--- config.mk ---
export PLATFORM = sky130hd
export DESIGN_NAME = rcatr_regs
export DESIGN_NICKNAME = d
export VERILOG_FILES = /design/src/rcatr_regs.v
export VERILOG_INCLUDE_DIRS = /design/src /design/src/src
export SDC_FILE = /design/constraint.sdc
export NUM_CORES = 1
export LEC_CHECK = 0
export BUFFER_PORTS_ARGS = -buffer_cell sky130_fd_sc_hd__buf_2
export CAP_MARGIN = 40
export CORE_UTILIZATION = 45
export CTS_BUF_LIST = sky130_fd_sc_hd__clkbuf_2
export DETAILED_ROUTE_END_ITERATION = 8
export SYNTH_ARGS = -nofsm -noshare
export SYNTH_HDL_FRONTEND = slang
export SYNTH_SLANG_ARGS = --single-unit
export TNS_END_PERCENT = 100
--- constraint.sdc ---
create_clock -name clk_i -period 9.6 [get_ports clk_i]
set_input_delay 0.48 -clock clk_i [delete_from_list [all_inputs] [get_ports clk_i]]
set_output_delay 0.48 -clock clk_i [all_outputs]
set_load 0.02 [all_outputs]
--- src/rcatr_regs.vh ---
// Purpose: constants for the regulator configuration and throttle register bank
// Assumes: word-wide register port, 25 MHz clock
// Notes: command codes double as register addresses
`ifndef RCATR_REGS_VH
`define RCATR_REGS_VH
`define RCATR_CMD_PHASE_CFG     8'h39
`define RCATR_CMD_OPT_CFG       8'h3c
`define RCATR_CMD_ALERT_CFG     8'h3d
`define RCATR_CMD_SYS_THR       8'h48
`define RCATR_THR_LSB           8
`define RCATR_THR_MSB           13
`define RCATR_THR_MAX           6'h32
`define RCATR_THR_RESET         16'h1000
`define RCATR_PHASE_RESET       16'h0000
`define RCATR_OPT_RESET         16'h0000
`define RCATR_ALERT_RESET       16'h0000
`define RCATR_DEB_LSB           9
`define RCATR_DEB_MSB           10
`define RCATR_DUR_LSB           6
`define RCATR_DUR_MSB           8
`define RCATR_CLK_MHZ           25
`define RCATR_DEB0_US           7
`define RCATR_DEB1_US           100
`define RCATR_DEB2_US           500
`define RCATR_DEB3_US           1000
`define RCATR_DUR0_US           10000
`define RCATR_DUR1_US           20000
`define RCATR_DUR2_US           15000
`define RCATR_DUR3_US           5000
`define RCATR_DUR4_US           1000
`define RCATR_DUR5_US           500
`define RCATR_DUR6_US           100
`define RCATR_DUR7_US           0
`define RCATR_FOFS_MSB          15
`define RCATR_FOFS_LSB          13
`define RCATR_BOFS_MSB          12
`define RCATR_BOFS_LSB          10
`define RCATR_ROFS_MSB          9
`define RCATR_ROFS_LSB          7
`define RCATR_HSS_MSB           6
`define RCATR_HSS_LSB           5
`define RCATR_VIN_DIS_BIT       2
`define RCATR_ADAPTER_DCH_BIT   1
`define RCATR_SYS_DCH_BIT       0
`define RCATR_DIODE_BIT         15
`define RCATR_SINK_BIT          14
`define RCATR_TRIM_BIT          13
`define RCATR_AZ_BIT            12
`define RCATR_REV_BIT           11
`define RCATR_AUDIO_BIT         10
`define RCATR_FREQ_MSB          9
`define RCATR_FREQ_LSB          7
`define RCATR_AMP_BIT           5
`define RCATR_BYPASS_BIT        4
`define RCATR_FASTREF_BIT       3
`define RCATR_STOP_BIT          2
`endif

--- src/rcatr_regs.v ---
// Purpose: configuration registers and throttle alert timing of a buck-boost regulator
// Assumes: serial word protocol decoded upstream into one-cycle word strobes
// Notes: alert timing counters run at 25 MHz
//
// Overview of operation
// - word write to code 0x48 stores the system-side throttle threshold
// - only threshold bits 13:8 are kept; other bits written are dropped
// - stored threshold field is clamped to at most 110010 (12800mA)
// - threshold register resets to 0x1000
// - reading the threshold returns the stored value
// - alert asserts only after the selected debounce of sustained overcurrent
// - once asserted, alert holds at least the selected minimum duration
// - one debounce setting serves adapter-side and system-side comparisons
// - control registers are written by word at codes 0x39, 0x3c, 0x3d
// - first register bits 15:13 give forward phase comparator offset
// - first register bits 12:10 give boost phase comparator offset
// - first register bits 9:7 give reverse phase comparator offset
// - first register bits 6:5 give high-side FET short threshold
// - first register bit 2 set disables input voltage loop
// - first register bits 1 and 0 enable adapter and system discharge
// - second register bits 15,14 disable diode emulation and falling-setpoint sinking
// - second register bits 13,12 skip trim and autozero on restart
// - second register bits 11,10 enable forced reverse and audio filter, filter outside buck-boost only
// - second register bits 9:7 select switching frequency
// - second register bit 5 disables system current amp, forward without adapter
// - second register bits 4,3 enable bypass and fast reference
// - second register bit 2 stops switching, forward operation only
// - debounce codes 00..11 mean 7us, 100us, 500us, 1ms
// - duration codes mean 10,20,15,5,1ms, 500us, 100us, 0s
`timescale 1ns/1ps
`default_nettype none
`include "rcatr_regs.vh"

module rcatr_regs #(
	parameter integer CNT_W = 20
) (
	// clock and reset
	input  wire        clk_i,
	input  wire        reset_n_i,
	// register port
	input  wire        wr_i,
	input  wire        rd_i,
	input  wire [7:0]  cmd_i,
	input  wire [15:0] wdata_i,
	output reg  [15:0] rdata_o,
	output reg         rvalid_o,
	output reg         cmd_err_o,
	// operating state
	input  wire        power_good_i,
	input  wire        forward_direction_i,
	input  wire        adapter_source_i,
	input  wire        buck_boost_mode_i,
	// overcurrent comparators
	input  wire        sys_over_thr_i,
	input  wire        adapter_over_thr_i,
	output reg  [5:0]  sys_thr_code_o,
	// throttle alert
	output reg         throttle_alert_n_o,
	// first control register fields
	output reg  [2:0]  forward_phase_ofs_o,
	output reg  [2:0]  boost_phase_ofs_o,
	output reg  [2:0]  rev_phase_ofs_o,
	output reg  [1:0]  hs_short_thr_o,
	output reg         vin_loop_dis_o,
	output reg         adapter_discharge_en_o,
	output reg         sys_discharge_en_o,
	// second control register fields
	output reg         diode_emu_dis_o,
	output reg         sink_dis_o,
	output reg         skip_trim_o,
	output reg         skip_autozero_o,
	output reg         force_reverse_o,
	output reg         audio_filter_o,
	output reg  [2:0]  sw_freq_sel_o,
	output reg         sys_amp_dis_o,
	output reg         bypass_en_o,
	output reg         fast_ref_en_o,
	output reg         stop_switching_o
);

	localparam [1:0] ST_IDLE = 2'h0;
	localparam [1:0] ST_DEB  = 2'h1;
	localparam [1:0] ST_HOLD = 2'h2;

	reg [15:0]      phase_offset_and_discharge_config;
	reg [15:0]      operation_options_config;
	reg [15:0]      fault_and_alert_timing_config;
	reg [5:0]       thr_field;
	reg [1:0]       state;
	reg [CNT_W-1:0] cnt;

	reg [1:0]       next_state;
	reg [CNT_W-1:0] next_cnt;
	reg [15:0]      next_rdata;
	reg             next_err;

	// reset code of the threshold field, cut from the full reset word
	localparam [15:0] THR_RESET_WORD = `RCATR_THR_RESET;
	localparam [5:0]  THR_RESET_CODE = THR_RESET_WORD[`RCATR_THR_MSB:`RCATR_THR_LSB];

	wire [5:0]       wr_thr   = wdata_i[`RCATR_THR_MSB:`RCATR_THR_LSB];
	wire [1:0]       deb_sel  = fault_and_alert_timing_config[`RCATR_DEB_MSB:`RCATR_DEB_LSB];
	wire [2:0]       dur_sel  = fault_and_alert_timing_config[`RCATR_DUR_MSB:`RCATR_DUR_LSB];
	// both sources share one debounce path
	wire             over_any = sys_over_thr_i | adapter_over_thr_i;
	// one extra bit so the increment never wraps before the compare
	wire [CNT_W:0]   cnt_inc  = cnt + 1'b1;

	// first control register fields
	wire [2:0]       fofs        = phase_offset_and_discharge_config[`RCATR_FOFS_MSB:`RCATR_FOFS_LSB];
	wire [2:0]       bofs        = phase_offset_and_discharge_config[`RCATR_BOFS_MSB:`RCATR_BOFS_LSB];
	wire [2:0]       rofs        = phase_offset_and_discharge_config[`RCATR_ROFS_MSB:`RCATR_ROFS_LSB];
	wire [1:0]       hss         = phase_offset_and_discharge_config[`RCATR_HSS_MSB:`RCATR_HSS_LSB];
	wire             vin_dis     = phase_offset_and_discharge_config[`RCATR_VIN_DIS_BIT];
	wire             adapter_dch = phase_offset_and_discharge_config[`RCATR_ADAPTER_DCH_BIT];
	wire             sys_dch     = phase_offset_and_discharge_config[`RCATR_SYS_DCH_BIT];

	// second control register fields
	wire             diode_dis   = operation_options_config[`RCATR_DIODE_BIT];
	wire             sink_off    = operation_options_config[`RCATR_SINK_BIT];
	wire             trim_skip   = operation_options_config[`RCATR_TRIM_BIT];
	wire             az_skip     = operation_options_config[`RCATR_AZ_BIT];
	wire             rev_force   = operation_options_config[`RCATR_REV_BIT];
	wire             audio_req   = operation_options_config[`RCATR_AUDIO_BIT];
	wire [2:0]       freq_sel    = operation_options_config[`RCATR_FREQ_MSB:`RCATR_FREQ_LSB];
	wire             amp_dis     = operation_options_config[`RCATR_AMP_BIT];
	wire             bypass_req  = operation_options_config[`RCATR_BYPASS_BIT];
	wire             fastref_req = operation_options_config[`RCATR_FASTREF_BIT];
	wire             stop_req    = operation_options_config[`RCATR_STOP_BIT];

	// least times round up; every figure is whole microseconds so cycles are exact
	function [CNT_W-1:0] us_to_cyc;
		input integer us;
		integer       prod;
		begin
			prod      = us * `RCATR_CLK_MHZ;
			us_to_cyc = prod[CNT_W-1:0];
		end
	endfunction

	// saturate rather than wrap, so an oversized request still lands on the top limit
	function [5:0] clamp_thr;
		input [5:0] code;
		begin
			clamp_thr = (code > `RCATR_THR_MAX) ? `RCATR_THR_MAX : code;
		end
	endfunction

	function cmd_mapped;
		input [7:0] code;
		begin
			cmd_mapped = (code == `RCATR_CMD_PHASE_CFG) || (code == `RCATR_CMD_OPT_CFG) ||
				(code == `RCATR_CMD_ALERT_CFG) || (code == `RCATR_CMD_SYS_THR);
		end
	endfunction

	function [CNT_W-1:0] deb_cycles;
		input [1:0] sel;
		begin
			case (sel)
				2'h0:    deb_cycles = us_to_cyc(`RCATR_DEB0_US);
				2'h1:    deb_cycles = us_to_cyc(`RCATR_DEB1_US);
				2'h2:    deb_cycles = us_to_cyc(`RCATR_DEB2_US);
				default: deb_cycles = us_to_cyc(`RCATR_DEB3_US);
			endcase
		end
	endfunction

	function [CNT_W-1:0] dur_cycles;
		input [2:0] sel;
		begin
			case (sel)
				3'h0:    dur_cycles = us_to_cyc(`RCATR_DUR0_US);
				3'h1:    dur_cycles = us_to_cyc(`RCATR_DUR1_US);
				3'h2:    dur_cycles = us_to_cyc(`RCATR_DUR2_US);
				3'h3:    dur_cycles = us_to_cyc(`RCATR_DUR3_US);
				3'h4:    dur_cycles = us_to_cyc(`RCATR_DUR4_US);
				3'h5:    dur_cycles = us_to_cyc(`RCATR_DUR5_US);
				3'h6:    dur_cycles = us_to_cyc(`RCATR_DUR6_US);
				default: dur_cycles = us_to_cyc(`RCATR_DUR7_US);
			endcase
		end
	endfunction

	// limits follow the timing register with no extra lag
	wire [CNT_W-1:0] deb_limit = deb_cycles(deb_sel);
	wire [CNT_W-1:0] dur_limit = dur_cycles(dur_sel);

	// register writes
	always @(posedge clk_i or negedge reset_n_i) begin
		if (!reset_n_i) begin
			phase_offset_and_discharge_config <= `RCATR_PHASE_RESET;
			operation_options_config          <= `RCATR_OPT_RESET;
			fault_and_alert_timing_config     <= `RCATR_ALERT_RESET;
			thr_field                         <= THR_RESET_CODE;
		end else if (wr_i) begin
			case (cmd_i)
				`RCATR_CMD_PHASE_CFG: phase_offset_and_discharge_config <= wdata_i;
				`RCATR_CMD_OPT_CFG:   operation_options_config <= wdata_i;
				`RCATR_CMD_ALERT_CFG: fault_and_alert_timing_config <= wdata_i;
				`RCATR_CMD_SYS_THR: begin
					thr_field <= clamp_thr(wr_thr);
				end
				default: ;
			endcase
		end
	end

	// read path; unmapped commands return zero with an error flag
	always @* begin
		next_err = ~cmd_mapped(cmd_i);
		case (cmd_i)
			`RCATR_CMD_PHASE_CFG: next_rdata = phase_offset_and_discharge_config;
			`RCATR_CMD_OPT_CFG:   next_rdata = operation_options_config;
			`RCATR_CMD_ALERT_CFG: next_rdata = fault_and_alert_timing_config;
			`RCATR_CMD_SYS_THR:   next_rdata = {2'h0, thr_field, 8'h00};
			default: begin
				next_rdata = 16'h0000;
			end
		endcase
	end

	always @(posedge clk_i or negedge reset_n_i) begin
		if (!reset_n_i) begin
			rdata_o   <= 16'h0000;
			rvalid_o  <= 1'b0;
			cmd_err_o <= 1'b0;
		end else begin
			rvalid_o  <= rd_i;
			cmd_err_o <= (rd_i | wr_i) & next_err;
			if (rd_i) begin
				rdata_o <= next_rdata;
			end
		end
	end

	// alert: debounce the overcurrent level, then hold a minimum time
	always @* begin
		next_state = state;
		next_cnt   = cnt;
		case (state)
			ST_IDLE: begin
				next_cnt = {CNT_W{1'b0}};
				if (over_any) begin
					next_state = ST_DEB;
				end
			end
			ST_DEB: begin
				if (!over_any) begin
					next_state = ST_IDLE;
				end else if (cnt_inc >= deb_limit) begin
					next_state = ST_HOLD;
					next_cnt   = {CNT_W{1'b0}};
				end else begin
					next_cnt = cnt_inc[CNT_W-1:0];
				end
			end
			ST_HOLD: begin
				// a zero duration still gives one asserted cycle
				if (cnt_inc >= dur_limit && !over_any) begin
					next_state = ST_IDLE;
				end else if (cnt_inc < dur_limit) begin
					next_cnt = cnt_inc[CNT_W-1:0];
				end
			end
			default: next_state = ST_IDLE;
		endcase
	end

	always @(posedge clk_i or negedge reset_n_i) begin
		if (!reset_n_i) begin
			state              <= ST_IDLE;
			cnt                <= {CNT_W{1'b0}};
			throttle_alert_n_o <= 1'b1;
		end else begin
			state              <= next_state;
			cnt                <= next_cnt;
			throttle_alert_n_o <= ~(next_state == ST_HOLD);
		end
	end

	// threshold and first control register outputs
	always @(posedge clk_i or negedge reset_n_i) begin
		if (!reset_n_i) begin
			sys_thr_code_o         <= THR_RESET_CODE;
			forward_phase_ofs_o    <= 3'h0;
			boost_phase_ofs_o      <= 3'h0;
			rev_phase_ofs_o        <= 3'h0;
			hs_short_thr_o         <= 2'h0;
			vin_loop_dis_o         <= 1'b0;
			adapter_discharge_en_o <= 1'b0;
			sys_discharge_en_o     <= 1'b0;
		end else begin
			sys_thr_code_o         <= thr_field;
			forward_phase_ofs_o    <= fofs;
			boost_phase_ofs_o      <= bofs;
			rev_phase_ofs_o        <= rofs;
			hs_short_thr_o         <= hss;
			vin_loop_dis_o         <= vin_dis;
			adapter_discharge_en_o <= adapter_dch;
			sys_discharge_en_o     <= sys_dch;
		end
	end

	// second control register outputs, some gated by the operating state
	always @(posedge clk_i or negedge reset_n_i) begin
		if (!reset_n_i) begin
			diode_emu_dis_o    <= 1'b0;
			sink_dis_o         <= 1'b0;
			skip_trim_o        <= 1'b0;
			skip_autozero_o    <= 1'b0;
			force_reverse_o    <= 1'b0;
			audio_filter_o     <= 1'b0;
			sw_freq_sel_o      <= 3'h0;
			sys_amp_dis_o      <= 1'b0;
			bypass_en_o        <= 1'b0;
			fast_ref_en_o      <= 1'b0;
			stop_switching_o   <= 1'b0;
		end else begin
			diode_emu_dis_o    <= diode_dis;
			sink_dis_o         <= sink_off;
			// restart-only options are sampled while power is good, as the host is told to
			if (power_good_i) begin
				skip_trim_o     <= trim_skip;
				skip_autozero_o <= az_skip;
			end
			force_reverse_o    <= rev_force;
			audio_filter_o     <= audio_req & ~buck_boost_mode_i;
			sw_freq_sel_o      <= freq_sel;
			sys_amp_dis_o      <= amp_dis & forward_direction_i & ~adapter_source_i;
			bypass_en_o        <= bypass_req;
			fast_ref_en_o      <= fastref_req;
			stop_switching_o   <= stop_req & forward_direction_i;
		end
	end

endmodule // rcatr_regs
`default_nettype wire

==> impl_metrics.toml <==
[power_and_ir_drop]
power_switching_uw = 380
power.clock.fraction_pct = 26.3
internal_power_uw = 723
overall_power_mw = 1.10
irDropWorstVdd_uv = 90.3
netSwitchingFraction_pct = 34.4
comb_power_share_pct = 20.3
cellLeakagePower_nw = 3.80
power_frac_seq_pct = 53.4
p_per_area_nw_per_um2 = 148

[cts]
ctsResizeCount = 0
numClockSinks = 128
cts_made_buffers = 17
cts.reportedPaths.clkPinSlew_ns = 0.20
tritoncts = "done"
worst_skew_pair_later_pin_latency_ns = 0.72
maximum_count_of_clock_buffers_along_a_single_path = 2
htree_num_levels = 4
clockRootBuffer = "clkbuf_2"

[worst_setup_path]
worst_ep_required_time_ns = 10.21
r2r-start = "cnt[0]"
data_arrival_time_of_the_critical_path_ns = 4.68
worst_setup_path_start_kind = "register"
timing.critical_path.fanout_max = 17
worst-r2r-setup-slack_ns = 5.53
cp_common_cell = "ha_1"
startpoint = "cnt[0]"
critPathKind = "reg2reg"
cp_cell_sequence = "ha_1, nand4_4, nor3_1, nand3_1, xnor2_1, ha_1, nand2_1, o21ai_0, nor4_2, a32oi_2, nor2_4, mux2_2"
timing.critical_path.slowest_stage_cell = "a32oi_2"
slowest_delay_ns = 0.79
endpoint_kind_of_the_worst_setup_timing_path = "register"

[floorplanning]
fp.dieW_um = 122
core_um2 = 14000
die_h_um = 122
row_count = 43
floorplan.io_pins = 86
die_area_um2 = 14900
initial_core_utilization_pct = 46.4

[global_route]
grt_pass1_vias = 4974
first_pass_grt_wire_length_um = 24400
initial_antenna_violation_count = 0
grtUsageMet2_pct = 34.6
grt-busiest-layer = "met2"
global_route.usage.met1_pct = 27.5
grt.overflow.total = 0
gr-usage-all-layers_pct = 21.7
maximum_number_of_pins_on_one_net_before_global_route_repair = 57
groute.layer.met3.usage_pct = 6.37

[yosys]
yosys.area_share.simple_pct = 13.4
synthMostInstantiatedCell = "dfrtp_1"
synth.net_count = 633
number_of_distinct_library_cells_after_synthesis = 63
synth_xor_area_share_pct = 2.55
synth.avg_cell_area_um2 = 11.5
ys_seq_area_share_pct = 49.4
netlist.area_leader.share_pct = 48.2
synth-compound-area-share_pct = 12.4
yosys.area_share.adder_pct = 6.94
synth_top_cell_by_area = "dfrtp_1"
synth_top_family_by_area = "simple AND/OR/NAND/NOR gates"
synth_cells = 563
synth_common_cells = "125 x dfrtp_1, 64 x mux2_2, 37 x nor2_1"
synth_enable_flop_cells = 0
asyncSetResetFlopFracSynth_pct = 100
yosys_warnings = 0
syn_area_um2 = 6490
ys_top_cells_by_area = "dfrtp_1 48%, mux2_2 11%, ha_1 6.9%"
postSynth.topFlopCell = "dfrtp_1"
synthesized_flop_and_latch_total = 128
multiplexer_area_fraction_after_synthesis_pct = 11.3

[routing]
route.antenna.remaining_nets = 0
finalWirelength_um = 14800
initialDrtViolationCount = 306
post_drt_wl_per_cell_um = 17.3
drc_errors = 0
vias_per_cell = 5.58
drt_pass1_iterations = 4
via_count = 4791

[sta]
hold_viol = 0
period_share_pct = 42.4
final_max_slew_viol_count = 0
grt_setup_unrepaired = "false"
final.setup.tns_ns = 0
slew-limit-headroom_pct = 37.4
minimum_clock_period_ns = 4.07
finalClockSkew_ns = 0.0254
fin_hold_ws_ns = 0.140
fmax_mhz = 246
setup_viol = 0
timing_worst_slew_pin_value_ns = 0.939

[min_path]
worst_hold_startpoint = "rd_i"
min_path_type = "in2reg"

[finish]
post_route_cells_drive_above_1_share_pct = 30.0
design.final.nets = 736
multi_input_area_um2 = 3020
fill_cells = 1241
ff_latch_area_um2 = 3210
area_growth_syn_to_layout_pct = 15.0
num_antenna_cells = 0

[placed_design]
gp_congestion = 0.836
io_buf_count = 85
post-dp-hpwl_um = 10400

[status]
status = "finished, final reports clean"

[flow_run]
maxCapViolCount = 0
sequential cells by signal, indices dropped and copies added (netlist names), 6 cells and up:
name,flops
operation_options_config,16
rdata_o,16
fault_and_alert_timing_config,16
sys_thr_code_o,6
phase_offset_and_discharge_config,16
thr_field,6
cnt,20
cells in the final DEF, fill, tap and decap left out, types with 7 or more instances in the layout:
cell type,n
and2_1,8
mux2_2,64
a22o_1,22
a21oi_1,22
a22oi_1,10
inv_1,21
o22ai_1,7
clkbuf_2,17
dfrtp_1,125
xor2_1,11
nor2_1,37
nor3_1,15
nand3_1,8
o21ai_0,18
buf_2,84
o21bai_1,8
dlygate4sd3_1,23
nand2_1,33
ha_1,36
critical path, delay by kind of cell, from the launching register on:
family          cells  cell delay [ns]
compound gates      2             1.05
xor+xnor            1             0.19
fa+ha+maj           2             0.73
flops               1             0.47
mux                 1             0.34
simple gates        6             1.19
metal layers:
| layer | up-vias | wire length, µm |
|---|---|---|
| li1 | 2259 | - |
| met1 | 2348 | 6650 |
| met2 | 154 | 7100 |
| met3 | 30 | 741 |
| met4 | 0 | 357 |
| met5 | - | 0 |
metrics by stage:
| stage | cells | area, µm² | setup WS (ns) | utilization (%) |
|---|---|---|---|---|
| after detailed placement | 804 | 7040 | 5.53 | 50.3 |
| after global placement | 800 | 6970 | 5.19 | 49.8 |
| after floorplan | 563 | 6490 | 6.27 | - |
| after global routing | 859 | 7460 | 5.09 | 53.4 |
| after CTS | 859 | 7460 | 5.50 | 53.4 |
| final | 859 | 7460 | 5.53 | 53.4 |
cell families (layout without fill, tap and decap cells):
| kind of cell | count (synthesis) | count (layout) |
|---|---|---|
| AOI/OAI and AO/OA | 115 | 115 |
| adders and majority gates | 36 | 36 |
| buffers and inverters | 50 | 166 |
| DFF | 128 | 128 |
| and+or+nand+nor | 151 | 151 |
| muxes | 65 | 65 |
| xor gates and xnor gates | 18 | 18 |
path summary, 6_finish.rpt:
check,cells past startpoint,endpoint
min in group asynchronous,2,cnt[12]
worst max register to register,12,cnt[0]
max in group asynchronous,4,thr_field[4]
worst max-delay path,12,cnt[0]
worst min-delay path,1,rvalid_o
worst min register to register,0,sys_thr_code_o[4]
cell type report:
| class | instances | area share (%) |
|---|---|---|
| clock buffers | 17 | 1.14 |
| clock inverters | 15 | 1.48 |
| inverters | 21 | 1.06 |
| multi-input cells | 385 | 40.5 |
| flip-flops and latches | 128 | 43.0 |
| well taps | 180 | 3.02 |
| repair buffers | 113 | 9.84 |
timing repair:
item | 4_1_cts | 5_1_grt
hold buffers | 23 | 0
setup buffers | 0 | 0
hold endpoints to repair | 106 | 0
power by group through the flow:
stage                     registers [mW]  logic (mW)  clock network (mW)
after floorplan                    0.603       0.144                   0
after global placement             0.597       0.199                   0
after detailed placement           0.598       0.218                   0
after CTS                          0.589       0.226               0.299
after global routing               0.594       0.249               0.327
final                              0.589       0.224               0.291
No activity file was read; power rests on OpenSTA's default activity.
